==> config.mk <==
export PLATFORM = sky130hd
export DESIGN_NAME = ics_sequencer
export DESIGN_NICKNAME = d
export VERILOG_FILES = /design/src/pkg/ics_pkg.sv /design/src/rtl/ics_sync.sv /design/src/rtl/ics_sequencer.sv
export VERILOG_INCLUDE_DIRS = /design/src /design/src/pkg
export SDC_FILE = /design/constraint.sdc
export NUM_CORES = 1
export LEC_CHECK = 0
export ABC_CLOCK_PERIOD_IN_PS = 6700
export BUFFER_PORTS_ARGS = -buffer_cell sky130_fd_sc_hd__buf_2
export CAP_MARGIN = 20
export CORE_ASPECT_RATIO = 1.2
export CORE_MARGIN = 4
export CORE_UTILIZATION = 40
export DETAILED_ROUTE_END_ITERATION = 6
export GPL_ROUTABILITY_DRIVEN = 0
export SYNTH_ARGS = -nofsm -noshare
export SYNTH_HDL_FRONTEND = slang
export SYNTH_HIERARCHICAL = 1
export SYNTH_SLANG_ARGS = --single-unit
==> constraint.sdc <==
create_clock -name clk_i -period 6.7 [get_ports clk_i]
set_clock_uncertainty 0.1 [all_clocks]
set_input_delay 0.335 -clock clk_i [delete_from_list [all_inputs] [get_ports clk_i]]
set_output_delay 0.335 -clock clk_i [all_outputs]
set_load 0.01 [all_outputs]
==> src/pkg/ics_regs.svh <==
`ifndef ICS_REGS_SVH
`define ICS_REGS_SVH

// System clock and one-second timebase
`define ICS_CLK_HZ 20000000
`define ICS_TICK_S 1

// Sequence times, in seconds
`define ICS_HG_OFF_S 8'd5
`define ICS_SLUSH_S 8'd30
`define ICS_THICK_S 8'd5
`define ICS_RECLOSE_S 8'd30
`define ICS_PUMPDN_S 8'd30
`define ICS_DRAIN_S 8'd8
`define ICS_PURGE_DLY_S 8'd4
`define ICS_PURGE_STEP_S 8'd6

// Cycles allowed for the self check to settle after reset
`define ICS_SELF_CYC 4'd8

// Register byte offsets
`define ICS_CTRL_OFS 8'h00
`define ICS_STAT_OFS 8'h04
`define ICS_COND_OFS 8'h08

// Control register fields and reset value
`define ICS_CTRL_REMOTE 0
`define ICS_CTRL_TWO_EVAP 1
`define ICS_CTRL_PURGE_LSB 4
`define ICS_CTRL_MASK 8'h73
`define ICS_CTRL_RST 8'h00

`endif

==> src/pkg/ics_pkg.sv <==
package ics_pkg;

    // Main sequencer states
    typedef enum logic [3:0] {
        ICS_SELFCHK,
        ICS_FAULT,
        ICS_STANDBY,
        ICS_DRAIN,
        ICS_FILL,
        ICS_FREEZE,
        ICS_HARVEST,
        ICS_POSTHARV,
        ICS_PUMPDOWN
    } ics_state_t;

    // Anti-slush phase within one freeze
    typedef enum logic [1:0] {
        ICS_SL_PRE,
        ICS_SL_PAUSE,
        ICS_SL_POST
    } ics_slush_t;

    // Character on the code display
    typedef enum logic [3:0] {
        ICS_DISP_BLANK,
        ICS_DISP_ZERO,
        ICS_DISP_E,
        ICS_DISP_F,
        ICS_DISP_H,
        ICS_DISP_B
    } ics_disp_t;

endpackage : ics_pkg

==> src/rtl/ics_sync.sv <==
`timescale 1ns/100ps
module ics_sync #(
    parameter int W = 8
) (
    // Clock and reset
    input wire logic clk_i,
    input wire logic rst_i,
    // Raw pins and filtered result
    input wire logic [W-1:0] d_i,
    output logic [W-1:0] q_o
);
    typedef struct packed {
        logic [W-1:0] s1;
        logic [W-1:0] s2;
        logic [W-1:0] s3;
        logic [W-1:0] q;
    } ics_sync_regs_t;

    ics_sync_regs_t r;
    ics_sync_regs_t next_r;

    // Three stages; a bit moves only once stages two and three agree
    always_comb begin
        next_r = r;
        next_r.s1 = d_i;
        next_r.s2 = r.s1;
        next_r.s3 = r.s2;
        next_r.q = (r.s2 & r.s3) | (r.q & (r.s2 ^ r.s3));
    end

    always_ff @(posedge clk_i) begin
        if (rst_i) begin
            r <= '0;
        end else begin
            r <= next_r;
        end
    end

    assign q_o = r.q;
endmodule : ics_sync

==> src/rtl/ics_sequencer.sv <==
// Function
// - Power-up self check; fail shows E and halts, pass shows 0 with lights.
// - Press and release On starts ice making; display blinks F meanwhile.
// - Startup drains with purge and pump, hot gas on, then stops drain.
// - Inlet valve opens when mid probe dry, closes when top probe wet.
// - Reservoir full stops inlet, starts compressor; hot gas off five seconds later.
// - Remote models switch liquid line valve on with compressor and pump.
// - Freeze shows steady F with power and status lit; harvest shows steady H.
// - Cold water in freeze stops the pump for 30 seconds, then restarts it.
// - Pump-off pause samples reservoir conductivity for the automatic purge time.
// - After the pause neither sump light shows for the rest of freeze.
// - Thickness probe wet blinks ready light; 5 seconds continuous enters harvest.
// - Harvest energizes hot gas for the whole harvest.
// - Non-remote models switch the condenser fan off throughout harvest.
// - Some seconds into harvest, purge and pump run for the purge time.
// - Ready light goes off when the curtain opens.
// - One curtain opening ends harvest; two-evaporator machines need both opened.
// - Harvest completion de-energizes hot gas, purge and pump.
// - Curtain closing within 30 seconds restarts freeze, otherwise standby bin full.
// - Remote shutdown closes liquid line valve, pumps down 30 seconds, stops compressor.
`timescale 1ns/100ps
`include "ics_regs.svh"
module ics_sequencer import ics_pkg::*; #(
    parameter int unsigned TICK_CYCLES = `ICS_CLK_HZ * `ICS_TICK_S,
    parameter logic [7:0] DRAIN_S = `ICS_DRAIN_S,
    parameter logic [7:0] PURGE_DLY_S = `ICS_PURGE_DLY_S,
    parameter logic [7:0] PURGE_STEP_S = `ICS_PURGE_STEP_S,
    parameter logic [7:0] HG_OFF_S = `ICS_HG_OFF_S,
    parameter logic [7:0] SLUSH_S = `ICS_SLUSH_S,
    parameter logic [7:0] THICK_S = `ICS_THICK_S,
    parameter logic [7:0] RECLOSE_S = `ICS_RECLOSE_S,
    parameter logic [7:0] PUMPDN_S = `ICS_PUMPDN_S
) (
    // Clock and reset
    input wire logic clk_i,
    input wire logic rst_i,
    // Wishbone slave
    input wire logic wb_cyc_i,
    input wire logic wb_stb_i,
    input wire logic wb_we_i,
    input wire logic [7:0] wb_adr_i,
    input wire logic [31:0] wb_dat_i,
    input wire logic [3:0] wb_sel_i,
    output logic [31:0] wb_dat_o,
    output logic wb_ack_o,
    // Sensor and button pins, active high
    input wire logic mid_wet_i,
    input wire logic top_wet_i,
    input wire logic thick_wet_i,
    input wire logic water_cold_i,
    input wire logic curtain1_closed_i,
    input wire logic curtain2_closed_i,
    input wire logic on_btn_i,
    input wire logic self_ok_i,
    // Conductivity sample from on-chip converter
    input wire logic [7:0] cond_i,
    // Actuators
    output logic compressor_o,
    output logic pump_o,
    output logic purge_o,
    output logic inlet_o,
    output logic hot_gas_o,
    output logic fan_llv_o,
    // Display
    output ics_disp_t disp_code_o,
    output logic disp_blink_o,
    // Indicator lights
    output logic led_power_o,
    output logic led_status_o,
    output logic led_comp_o,
    output logic led_pump_o,
    output logic led_purge_o,
    output logic led_inlet_o,
    output logic led_hot_gas_o,
    output logic led_fan_llv_o,
    output logic led_ready_o,
    output logic led_sump_empty_o,
    output logic led_sump_full_o,
    output logic led_curtain1_o,
    output logic led_curtain2_o
);
    localparam int DW = $clog2(TICK_CYCLES + 1);

    typedef struct packed {
        ics_state_t st;
        logic [DW-1:0] div;
        logic tick;
        logic blk;
        logic [3:0] sc;
        logic [7:0] tm;
        logic [7:0] slt;
        logic [7:0] thk;
        logic [7:0] ptm;
        ics_slush_t sl;
        logic comp;
        logic pump;
        logic purge;
        logic inlet;
        logic hg;
        logic fan;
        logic ready;
        logic c1_open;
        logic c2_open;
        logic pdone;
        logic bin_full;
        logic self_pass;
        logic btn_q;
        logic [7:0] cond;
        ics_disp_t disp;
        logic dblink;
        logic ack;
        logic [31:0] rdat;
        logic [7:0] ctrl;
    } ics_regs_t;

    ics_regs_t r;
    ics_regs_t next_r;
    logic [7:0] pin_raw;
    logic [7:0] pin_s;
    logic s_mid, s_top, s_thick, s_cold, s_c1, s_c2, s_on, s_ok;
    logic remote, two_evap, cur_closed, harv_end, req;
    logic [2:0] purge_set;

    // True on the tick that completes a count of lim seconds
    function automatic logic expired(input logic tk, input logic [7:0] t,
                                     input logic [7:0] lim);
        return tk && (({1'b0, t} + 9'd1) >= {1'b0, lim});
    endfunction : expired

    // Purge length: manual settings scale by step, automatic follows conductivity
    function automatic logic [7:0] purge_len(input logic [2:0] set,
                                             input logic [7:0] cond);
        logic [10:0] p;
        p = '0;
        if (set == 3'd0) begin
            p = 11'({1'b0, cond[7:6]} + 3'd2) * 11'(PURGE_STEP_S);
        end else begin
            p = 11'(set) * 11'(PURGE_STEP_S);
        end
        return (p > 11'd255) ? 8'hff : p[7:0];
    endfunction : purge_len

    // Code shown for a state
    function automatic ics_disp_t disp_of(input ics_state_t st, input logic bin);
        ics_disp_t d;
        d = ICS_DISP_BLANK;
        case (st)
            ICS_FAULT: d = ICS_DISP_E;
            ICS_STANDBY: d = bin ? ICS_DISP_B : ICS_DISP_ZERO;
            ICS_DRAIN, ICS_FILL, ICS_FREEZE: d = ICS_DISP_F;
            ICS_HARVEST, ICS_POSTHARV: d = ICS_DISP_H;
            ICS_PUMPDOWN: d = ICS_DISP_B;
            default: d = ICS_DISP_BLANK;
        endcase
        return d;
    endfunction : disp_of

    // Pins from outside the clock domain pass the three-stage filter
    assign pin_raw = {self_ok_i, on_btn_i, curtain2_closed_i, curtain1_closed_i,
                      water_cold_i, thick_wet_i, top_wet_i, mid_wet_i};

    ics_sync #(
        .W(8)
    ) u_sync (
        .clk_i(clk_i),
        .rst_i(rst_i),
        .d_i(pin_raw),
        .q_o(pin_s)
    );

    // Filtered pins and configuration fields
    assign {s_ok, s_on, s_c2, s_c1, s_cold, s_thick, s_top, s_mid} = pin_s;
    assign remote = r.ctrl[`ICS_CTRL_REMOTE];
    assign two_evap = r.ctrl[`ICS_CTRL_TWO_EVAP];
    assign purge_set = r.ctrl[`ICS_CTRL_PURGE_LSB +: 3];
    // A single curtain may sit on either input, so the idle input reads open
    assign cur_closed = two_evap ? (s_c1 & s_c2) : (s_c1 | s_c2);
    assign req = wb_cyc_i & wb_stb_i;

    always_comb begin
        next_r = r;
        harv_end = 1'b0;
        // One-second timebase shared by every delay except the self check, which counts clock cycles
        next_r.tick = 1'b0;
        if (r.div == DW'(TICK_CYCLES - 1)) begin
            next_r.div = '0;
            next_r.tick = 1'b1;
            next_r.blk = ~r.blk;
        end else begin
            next_r.div = r.div + 1'b1;
        end
        if (r.tick && r.tm != 8'hff) begin
            next_r.tm = r.tm + 8'd1;
        end
        next_r.btn_q = s_on;

        case (r.st)
            ICS_SELFCHK: begin
                // Let the pin filter settle before judging the check
                next_r.sc = r.sc + 4'd1;
                if (r.sc == `ICS_SELF_CYC) begin
                    next_r.self_pass = s_ok;
                    next_r.st = s_ok ? ICS_STANDBY : ICS_FAULT;
                end
            end
            ICS_FAULT: begin
                next_r.st = ICS_FAULT; // No way out but reset
            end
            ICS_STANDBY: begin
                // Start on release, not press
                if (r.btn_q && !s_on) begin
                    next_r.st = ICS_DRAIN;
                    next_r.tm = '0;
                    next_r.bin_full = 1'b0;
                    next_r.purge = 1'b1;
                    next_r.pump = 1'b1;
                    next_r.hg = 1'b1;
                end
            end
            ICS_DRAIN: begin
                if (expired(r.tick, r.tm, DRAIN_S)) begin
                    next_r.purge = 1'b0;
                    next_r.pump = 1'b0;
                    next_r.st = ICS_FILL;
                    next_r.tm = '0;
                end
            end
            ICS_FILL: begin
                if (s_top) begin
                    next_r.st = ICS_FREEZE;
                    next_r.tm = '0;
                    next_r.comp = 1'b1;
                    next_r.pump = 1'b1;
                    next_r.fan = 1'b1; // Liquid line valve on remote models
                    next_r.sl = ICS_SL_PRE;
                    next_r.thk = '0;
                end
            end
            ICS_FREEZE: begin
                // Hot gas held only for the first seconds of compressor run
                if (r.hg && expired(r.tick, r.tm, HG_OFF_S)) begin
                    next_r.hg = 1'b0;
                end
                // Anti-slush pause
                if (r.sl == ICS_SL_PRE && s_cold) begin
                    next_r.sl = ICS_SL_PAUSE;
                    next_r.pump = 1'b0;
                    next_r.slt = '0;
                    next_r.cond = cond_i;
                end else if (r.sl == ICS_SL_PAUSE) begin
                    if (r.tick) begin
                        next_r.slt = r.slt + 8'd1;
                    end
                    if (expired(r.tick, r.slt, SLUSH_S)) begin
                        next_r.pump = 1'b1;
                        next_r.sl = ICS_SL_POST;
                    end
                end
                // Thickness must hold without a break
                if (!s_thick) begin
                    next_r.thk = '0;
                end else if (r.tick) begin
                    next_r.thk = r.thk + 8'd1;
                end
                if (s_thick && expired(r.tick, r.thk, THICK_S)) begin
                    next_r.st = ICS_HARVEST;
                    next_r.tm = '0;
                    next_r.hg = 1'b1;
                    next_r.fan = remote;
                    next_r.pump = 1'b0;
                    next_r.ready = 1'b1;
                    next_r.c1_open = 1'b0;
                    next_r.c2_open = 1'b0;
                    next_r.pdone = 1'b0;
                end
            end
            ICS_HARVEST: begin
                // Purge starts a few seconds in and runs its set length
                if (!r.purge && !r.pdone && expired(r.tick, r.tm, PURGE_DLY_S)) begin
                    next_r.purge = 1'b1;
                    next_r.pump = 1'b1;
                    next_r.ptm = '0;
                end else if (r.purge) begin
                    if (r.tick) begin
                        next_r.ptm = r.ptm + 8'd1;
                    end
                    if (expired(r.tick, r.ptm, purge_len(purge_set, r.cond))) begin
                        next_r.purge = 1'b0;
                        next_r.pump = 1'b0;
                        next_r.pdone = 1'b1;
                    end
                end
                // Latch each curtain opening
                if (!s_c1) begin
                    next_r.c1_open = 1'b1;
                end
                if (!s_c2) begin
                    next_r.c2_open = 1'b1;
                end
                if (two_evap) begin
                    harv_end = next_r.c1_open & next_r.c2_open;
                    if (next_r.c1_open | next_r.c2_open) begin
                        next_r.ready = 1'b0;
                    end
                end else begin
                    harv_end = !cur_closed;
                    if (harv_end) begin
                        next_r.ready = 1'b0;
                    end
                end
                if (harv_end) begin
                    next_r.hg = 1'b0;
                    next_r.purge = 1'b0;
                    next_r.pump = 1'b0;
                    next_r.ready = 1'b0;
                    next_r.st = ICS_POSTHARV;
                    next_r.tm = '0;
                end
            end
            ICS_POSTHARV: begin
                if (cur_closed) begin
                    next_r.st = ICS_FREEZE;
                    next_r.tm = '0;
                    next_r.pump = 1'b1;
                    next_r.fan = 1'b1;
                    next_r.sl = ICS_SL_PRE;
                    next_r.thk = '0;
                end else if (expired(r.tick, r.tm, RECLOSE_S)) begin
                    next_r.bin_full = 1'b1;
                    next_r.fan = 1'b0;
                    next_r.tm = '0;
                    if (remote) begin
                        next_r.st = ICS_PUMPDOWN;
                    end else begin
                        next_r.comp = 1'b0;
                        next_r.st = ICS_STANDBY;
                    end
                end
            end
            ICS_PUMPDOWN: begin
                // Compressor empties the low side with the valve shut
                if (expired(r.tick, r.tm, PUMPDN_S)) begin
                    next_r.comp = 1'b0;
                    next_r.st = ICS_STANDBY;
                end
            end
            default: begin
                next_r.st = ICS_SELFCHK;
            end
        endcase

        // Refill runs beside the main sequence; set wins over clear
        case (next_r.st)
            ICS_DRAIN, ICS_FILL, ICS_FREEZE, ICS_HARVEST, ICS_POSTHARV: begin
                if (!s_mid) begin
                    next_r.inlet = 1'b1;
                end else if (s_top) begin
                    next_r.inlet = 1'b0;
                end
            end
            default: begin
                next_r.inlet = 1'b0;
            end
        endcase

        // Display follows the state it is about to hold
        next_r.disp = disp_of(next_r.st, next_r.bin_full);
        next_r.dblink = (next_r.st == ICS_DRAIN) || (next_r.st == ICS_FILL);

        // Wishbone: ack one cycle after the request, write at the acked edge
        next_r.ack = req & ~r.ack;
        if (req && r.ack && wb_we_i && wb_adr_i == `ICS_CTRL_OFS && wb_sel_i[0]) begin
            next_r.ctrl = wb_dat_i[7:0] & `ICS_CTRL_MASK;
        end
        case (wb_adr_i)
            `ICS_CTRL_OFS: next_r.rdat = {24'h000000, r.ctrl};
            `ICS_STAT_OFS: next_r.rdat = {16'h0000, 2'(r.sl), r.bin_full,
                                          r.self_pass, 4'(r.disp), 3'h0,
                                          r.dblink, 4'(r.st)};
            `ICS_COND_OFS: next_r.rdat = {24'h000000, r.cond};
            default: next_r.rdat = 32'h00000000;
        endcase
    end

    always_ff @(posedge clk_i) begin
        if (rst_i) begin
            r <= '0;
            r.ctrl <= `ICS_CTRL_RST;
        end else begin
            r <= next_r;
        end
    end

    // Actuators and display straight from state
    assign compressor_o = r.comp;
    assign pump_o = r.pump;
    assign purge_o = r.purge;
    assign inlet_o = r.inlet;
    assign hot_gas_o = r.hg;
    assign fan_llv_o = r.fan;
    assign disp_code_o = r.disp;
    assign disp_blink_o = r.dblink;
    assign wb_dat_o = r.rdat;
    assign wb_ack_o = r.ack;

    // Component lights track the actuators in the same cycle
    assign led_comp_o = r.comp;
    assign led_pump_o = r.pump;
    assign led_purge_o = r.purge;
    assign led_inlet_o = r.inlet;
    assign led_hot_gas_o = r.hg;
    assign led_fan_llv_o = r.fan;

    // Status lights
    assign led_power_o = r.self_pass;
    assign led_status_o = (r.st == ICS_FREEZE) || (r.st == ICS_HARVEST);
    assign led_ready_o = r.ready || ((r.st == ICS_FREEZE) && s_thick && r.blk);
    assign led_sump_empty_o = (r.st == ICS_STANDBY);
    assign led_sump_full_o = (r.st == ICS_FREEZE) && (r.sl != ICS_SL_POST) && s_top;
    assign led_curtain1_o = r.self_pass & s_c1;
    assign led_curtain2_o = r.self_pass & s_c2;
endmodule : ics_sequencer

# After elaboration in Yosys (flattened, before gate mapping)
# Index checks and enable logic that the tools add are counted.
[word_totals]
latch_bits = 0
output_inout_bits = 57
ramBits = 0
ff_bits = 165
n_memories = 0
rom_bits = 0
[classes]
bitwise_logic = 15
mux = 94
n_div = 0
magnitude_cmp = 8
multipliers = 2
shift = 0
n_addsub = 11
reduce_logical = 62
eq_ne = 48
[ops]
columns = ["op", "count"]
rows = [
  ["$mux W8", 19],
  ["$pmux W16 S3", 1],
  ["$pmux W8 S6", 1],
  ["$mux W4", 11],
  ["$add A8 B1 Y9 const B", 4],
  ["$pmux W4 S9", 1],
  ["$mux W1", 33],
  ["$mux W11", 3],
  ["$add A8 B1 Y8 const B", 4],
  ["$eq A4 B3 Y1 const B", 8],
  ["$ge A9 B3 Y1 const B", 3],
  ["$add A25 B1 Y25 const B", 1],
  ["$eq A25 B25 Y1 const B", 1],
  ["$mux W2", 12],
  ["$ne A2 B2 Y1 const B", 12],
  ["$ne A4 B4 Y1 const B", 6],
  ["$pmux W8 S3", 1],
  ["$logic_and A1 B1 Y1", 22],
  ["$ge A9 B5 Y1 const B", 2],
  ["$and A8 B8 Y8", 2],
  ["$eq A4 B2 Y1 const B", 4],
  ["$reduce_and A4 Y1", 4],
  ["$ne A3 B3 Y1 const B", 5],
  ["$pmux W3 S5", 1],
  ["42 further kinds", 79],
]

# Depth between registers and ports, before layout
[depth]
depth_word = 15
mapped_depth = 14
mapped_depth_nobuf = 13

# Modules after synthesis
# Netlist, hierarchy kept.
[modules_own_cells]
columns = ["mod", "area_per_inst_um2", "seq_area_each_um2", "cells_per_inst", "instances"]
rows = [
  ["ics_sequencer", 6409.9, 2302.2, 788, 1],
  ["ics_sync", 1043.5, 640.6, 91, 1],
]

# Least setup slack after synthesis
# OpenSTA, ideal clock, no wires.
[synth_timing]
kind = "flip-flop to flip-flop"
startpoint = "register r (netlist bit purge_set[1])"
endpoint = "register r (netlist bit led_pump_o)"
period_less_slack_ps = 2861
arrival_time_ps = 2642
path_buffers = 1
setup_time_ps = 119
stages_incl_launch_ff = 15
setup_slack_ps = 3839
cell_sequence = "dfxtp_1 > inv_1 > ha_1 > nand2b_1 > clkbuf_1 > nand2_1 > o21ai_0 > ha_1 > a21bo_2 > a21oi_1 > o21ai_0 > a22o_1 > a311o_1 > o311a_1 > o221a_1"
[synth_between]
elab_chain_len = 11
[synth_lines]
columns = ["item", "line_no", "rtl"]
rows = [
  ["from (decl)", "ics_sequencer.sv:116", "ics_regs_t r;"],
  ["from (signal assigned)", "ics_sequencer.sv:390", "r <= next_r;"],
  ["$mul A3 B2 Y5 / $logic_not A3 Y1 (equally long branches)", "ics_sequencer.sv:138, ics_sequencer.sv:135", ""],
  ["$mux W6 (*)", "ics_sequencer.sv:135", "if (set == 3'd0) begin"],
  ["$mux W11 (*)", "ics_sequencer.sv:283", "end else if (r.purge) begin"],
  ["$mux W11 (*)", "ics_sequencer.sv:279", "if (!r.purge && !r.pdone && expired(r.tick, r.tm, PURGE_DLY_S)) begin"],
  ["$mux W11 (*)", "ics_sequencer.sv:197", "case (r.st)"],
  ["$gt A11 B8 Y1", "ics_sequencer.sv:140", "return (p > 11'd255) ? 8'hff : p[7:0];"],
  ["$mux W8 (*)", "ics_sequencer.sv:140", ""],
  ["$ge A9 B8 Y1 (*)", "ics_sequencer.sv:127", "return tk && (({1'b0, t} + 9'd1) >= {1'b0, lim});"],
  ["$logic_and A1 B1 Y1 (*)", "ics_sequencer.sv:127", ""],
  ["$ne A4 B4 Y1 (no source line) (*)", "--", ""],
  ["$reduce_and A9 Y1 (no source line) (*)", "--", ""],
]
# Every way passes the cells marked *; elsewhere a longest branch is shown, timed or not. The select of a mux whose other input is x is not followed.
# A chain may end at the register's enable or synchronous reset.

# Worst setup path in the final report
[layout_timing]
startpoint = "register r[93] (netlist name)"
endpoint = "register r (netlist bit disp_blink_o)"
[layout_between]
elab_chain_len = 8
[layout_lines]
columns = ["item", "line_no", "rtl"]
rows = [
  ["$add A8 B1 Y9 (*)", "ics_sequencer.sv:127", ""],
  ["$ge A9 B5 Y1", "ics_sequencer.sv:127", ""],
  ["$logic_and A1 B1 Y1", "ics_sequencer.sv:127", ""],
  ["$mux W4", "ics_sequencer.sv:328", "end else if (expired(r.tick, r.tm, RECLOSE_S)) begin"],
  ["$mux W4", "ics_sequencer.sv:321", "if (cur_closed) begin"],
  ["$pmux W4 S9 (*)", "ics_sequencer.sv:197", ""],
  ["$eq A4 B2 Y1 / $eq A4 B3 Y1 (equally long branches)", "ics_sequencer.sv:368", "next_r.dblink = (next_r.st == ICS_DRAIN) || (next_r.st == ICS_FILL);"],
  ["$logic_or A1 B1 Y1 (*)", "ics_sequencer.sv:368", ""],
]
# Every way passes the cells marked *; elsewhere a longest branch is shown, timed or not.

==> out/metrics.yaml <==
ctsResizeCount: 0
pwr-share-seq: 0.462
root_buffer: "clkbuf_16"
synthFlopType: "dfxtp_1"
cts_tree: "yes"
grt_pass1_wl_um: 27600
worstPathMaxFanout: 7
synth_edf_count: 0
routed_via_density: 5.23
synth_top_area_frac: 0.395
status: "completed"
drv_cap: 0
worst-setup-path-type: "reg -> reg"
netlist_area_um2: 7450
critPathArrivalTime_ns: 3.37
synthCells: 879
placement.io_buffers: 73
pwr-share-comb: 0.025
overflow: 0
power_density_nw_per_um2: 233
required_ns: 6.91
p_total_mw: 1.93
clock_latency_ns: 0.43
syn_avg_cell_area_um2: 8.48
finalSetupViolations: 0
htree_levels: 4
maxSlewViolCount: 0
start_util: 0.409
max_freq_ghz: 0.317
switching_share: 0.219
num_io_pins: 122
finalHoldViolations: 0
drt_first_iter_violations: 383
diodes: 0
layout-drive-gt1-share: 0.139
yosysTopAreaCell: "dfxtp_1"
rsz0062_at_grt: "false"
yosysSeqAreaShare: 0.395
nFillCells: 1832
finalNetCount: 1002
worst_pin_slew_ns: 0.805
die_width_um: 133
fin_ws_ns: 3.54
rows: 54
synthTopCellsByArea: "dfxtp_1, nor2_1, buf_4, ha_1, a21oi_1"
hold_path_class: "in -> reg"
yosysUniqueCellTypes: 77
die_y_um: 158
place_ws_ns: 3.51
intPower_mw: 1.51
path_clk_slew_ns: 0.06
worst_setup_path_end_kind: "register"
final_area_um2: 8290
place_area_um2: 7640
p_sw_mw: 0.421
synth.top_cells.by_count: "dfxtp_1, nor2_1, a21oi_1"
fin_tns_setup_ns: 0
core_area_um2: 18200
yosys_warnings: 6
grt_max_degree: 65
ant_nets: 0
cts.sinks: 147
die_area_um2: 20900
drt-total-wl_um: 16200
cts_buffer_depth: 2
max_slew_margin: 0.462
fin_crit_sh: 0.471
dpl.hpwl_um: 11400
ir_drop_mv: 0.172
clockPowerShare: 0.513
track_usage: 0.161
grt_pass1_vias: 5730
vias: 5981
antenna_found_initial: 0
ys_seq_elements: 147
cts-buffers-inserted: 17
p_leak_nw: 3.27
firstDrtPassIters: 5
finalCriticalPeriod_ns: 3.16
worst_setup_path_start_kind: "register"
drc: 0
area_growth_pct: 11.2
synth_most_common_cell: "dfxtp_1"
async_flop_share: 0
wire_per_inst_um: 14.2
[worst max-delay path: stages, from the launching register on]
cell      delay [ns]
dfxtp_1         0.46
inv_1           0.07
ha_1            0.34
nand4b_1        0.10
o21ai_0         0.57
o21ai_1         0.23
a221oi_1        0.68
a21o_1          0.19
a2bb2o_1        0.29
[area by class of cell]
cell class / count / area, µm² / area share
multi-input combinational: 638 / 3950 / 0.476
tap: 224 / 280 / 0.0338
timing repair buffer: 77 / 405 / 0.0489
clock buffer: 20 / 447 / 0.0539
sequential: 147 / 2940 / 0.355
inverter: 26 / 97.6 / 0.0118
clock inverter: 12 / 168 / 0.0202
[cell families after synthesis]
family | Yosys count | share of synthesized area
xor+xnor | 42 | 0.0494
buf+inv | 111 | 0.0843
simple gates | 359 | 0.240
fa+ha+maj | 30 | 0.0514
other cells | 1 | 0.000503
mux | 17 | 0.0238
compound gates | 172 | 0.156
flops | 147 | 0.395
[placed cells by master (no fill, tap or decap), types with 7 or more instances in the layout]
master,instances
nor2b_1,34
conb_1,18
nor4_1,8
clkbuf_16,17
buf_2,72
nand4_1,15
and3_1,17
xnor2_1,15
inv_1,25
dfxtp_1,147
nand2_1,56
nor3_1,15
nor2_1,123
ha_1,29
and2_1,16
xor2_1,27
nand3_1,31
o21a_1,7
or3_1,12
a21oi_1,62
mux2i_1,14
o21ai_0,35
[stage by stage]
stage / utilization / std cells / hold WS [ns]
3_3_place_gp: 0.419 / 1109 / 0.323
6_report: 0.454 / 1144 / 0.0121
3_5_place_dp: 0.419 / 1109 / 0.320
2_1_floorplan: - / 896 / 0.307
5_1_grt: 0.454 / 1144 / 0.0118
4_1_cts: 0.454 / 1144 / 0.00114
[what timing repair did]
item                                   CTS  global route
endpoints found under the hold margin    3             0
hold buffers                             3             0
setup endpoints to repair                0             0
setup buffers                            0             0
[power by group through the flow]
stage	clock network [mW]	logic [mW]	registers, mW
final	0.988	0.0491	0.890
after global routing	1.05	0.0563	0.890
after CTS	1.01	0.0499	0.890
after detailed placement	0	0.0482	0.909
after global placement	0	0.0480	0.909
after floorplan	0	0.0408	0.907
[state kept, by name, indices dropped and copies added (netlist names), 3 cells and up]
register       cells
purge_set          3
u_sync/q_o         8
r                 85
disp_code_o        3
u_sync/next_r     16
wb_dat_o          15
u_sync/r           8
[routing by layer]
| layer | share of wire | wire, µm | GRT usage |
|---|---|---|---|
| met5 | 0 | 0 | 0 |
| met4 | 0.017 | 278 | 0.0634 |
| met3 | 0.049 | 790 | 0.0416 |
| met2 | 0.48 | 7830 | 0.274 |
| met1 | 0.45 | 7320 | 0.196 |
[worst paths after layout]
kind / startpoint / to / slack, ns / depth (start not counted)
setup reg to reg: r[93]$_SDFF_PP0_ / disp_blink_o$_SDFF_PP0_ / 3.54 / 8
hold / removal: thick_wet_i / u_sync/next_r[18]$_SDFF_PP0_ / 0.01 / 2
setup / recovery: r[93]$_SDFF_PP0_ / disp_blink_o$_SDFF_PP0_ / 3.54 / 8
hold reg to reg: u_sync/next_r[18]$_SDFF_PP0_ / u_sync/next_r[10]$_SDFF_PP0_ / 0.33 / 1
Power figures use the tool's default switching activity.
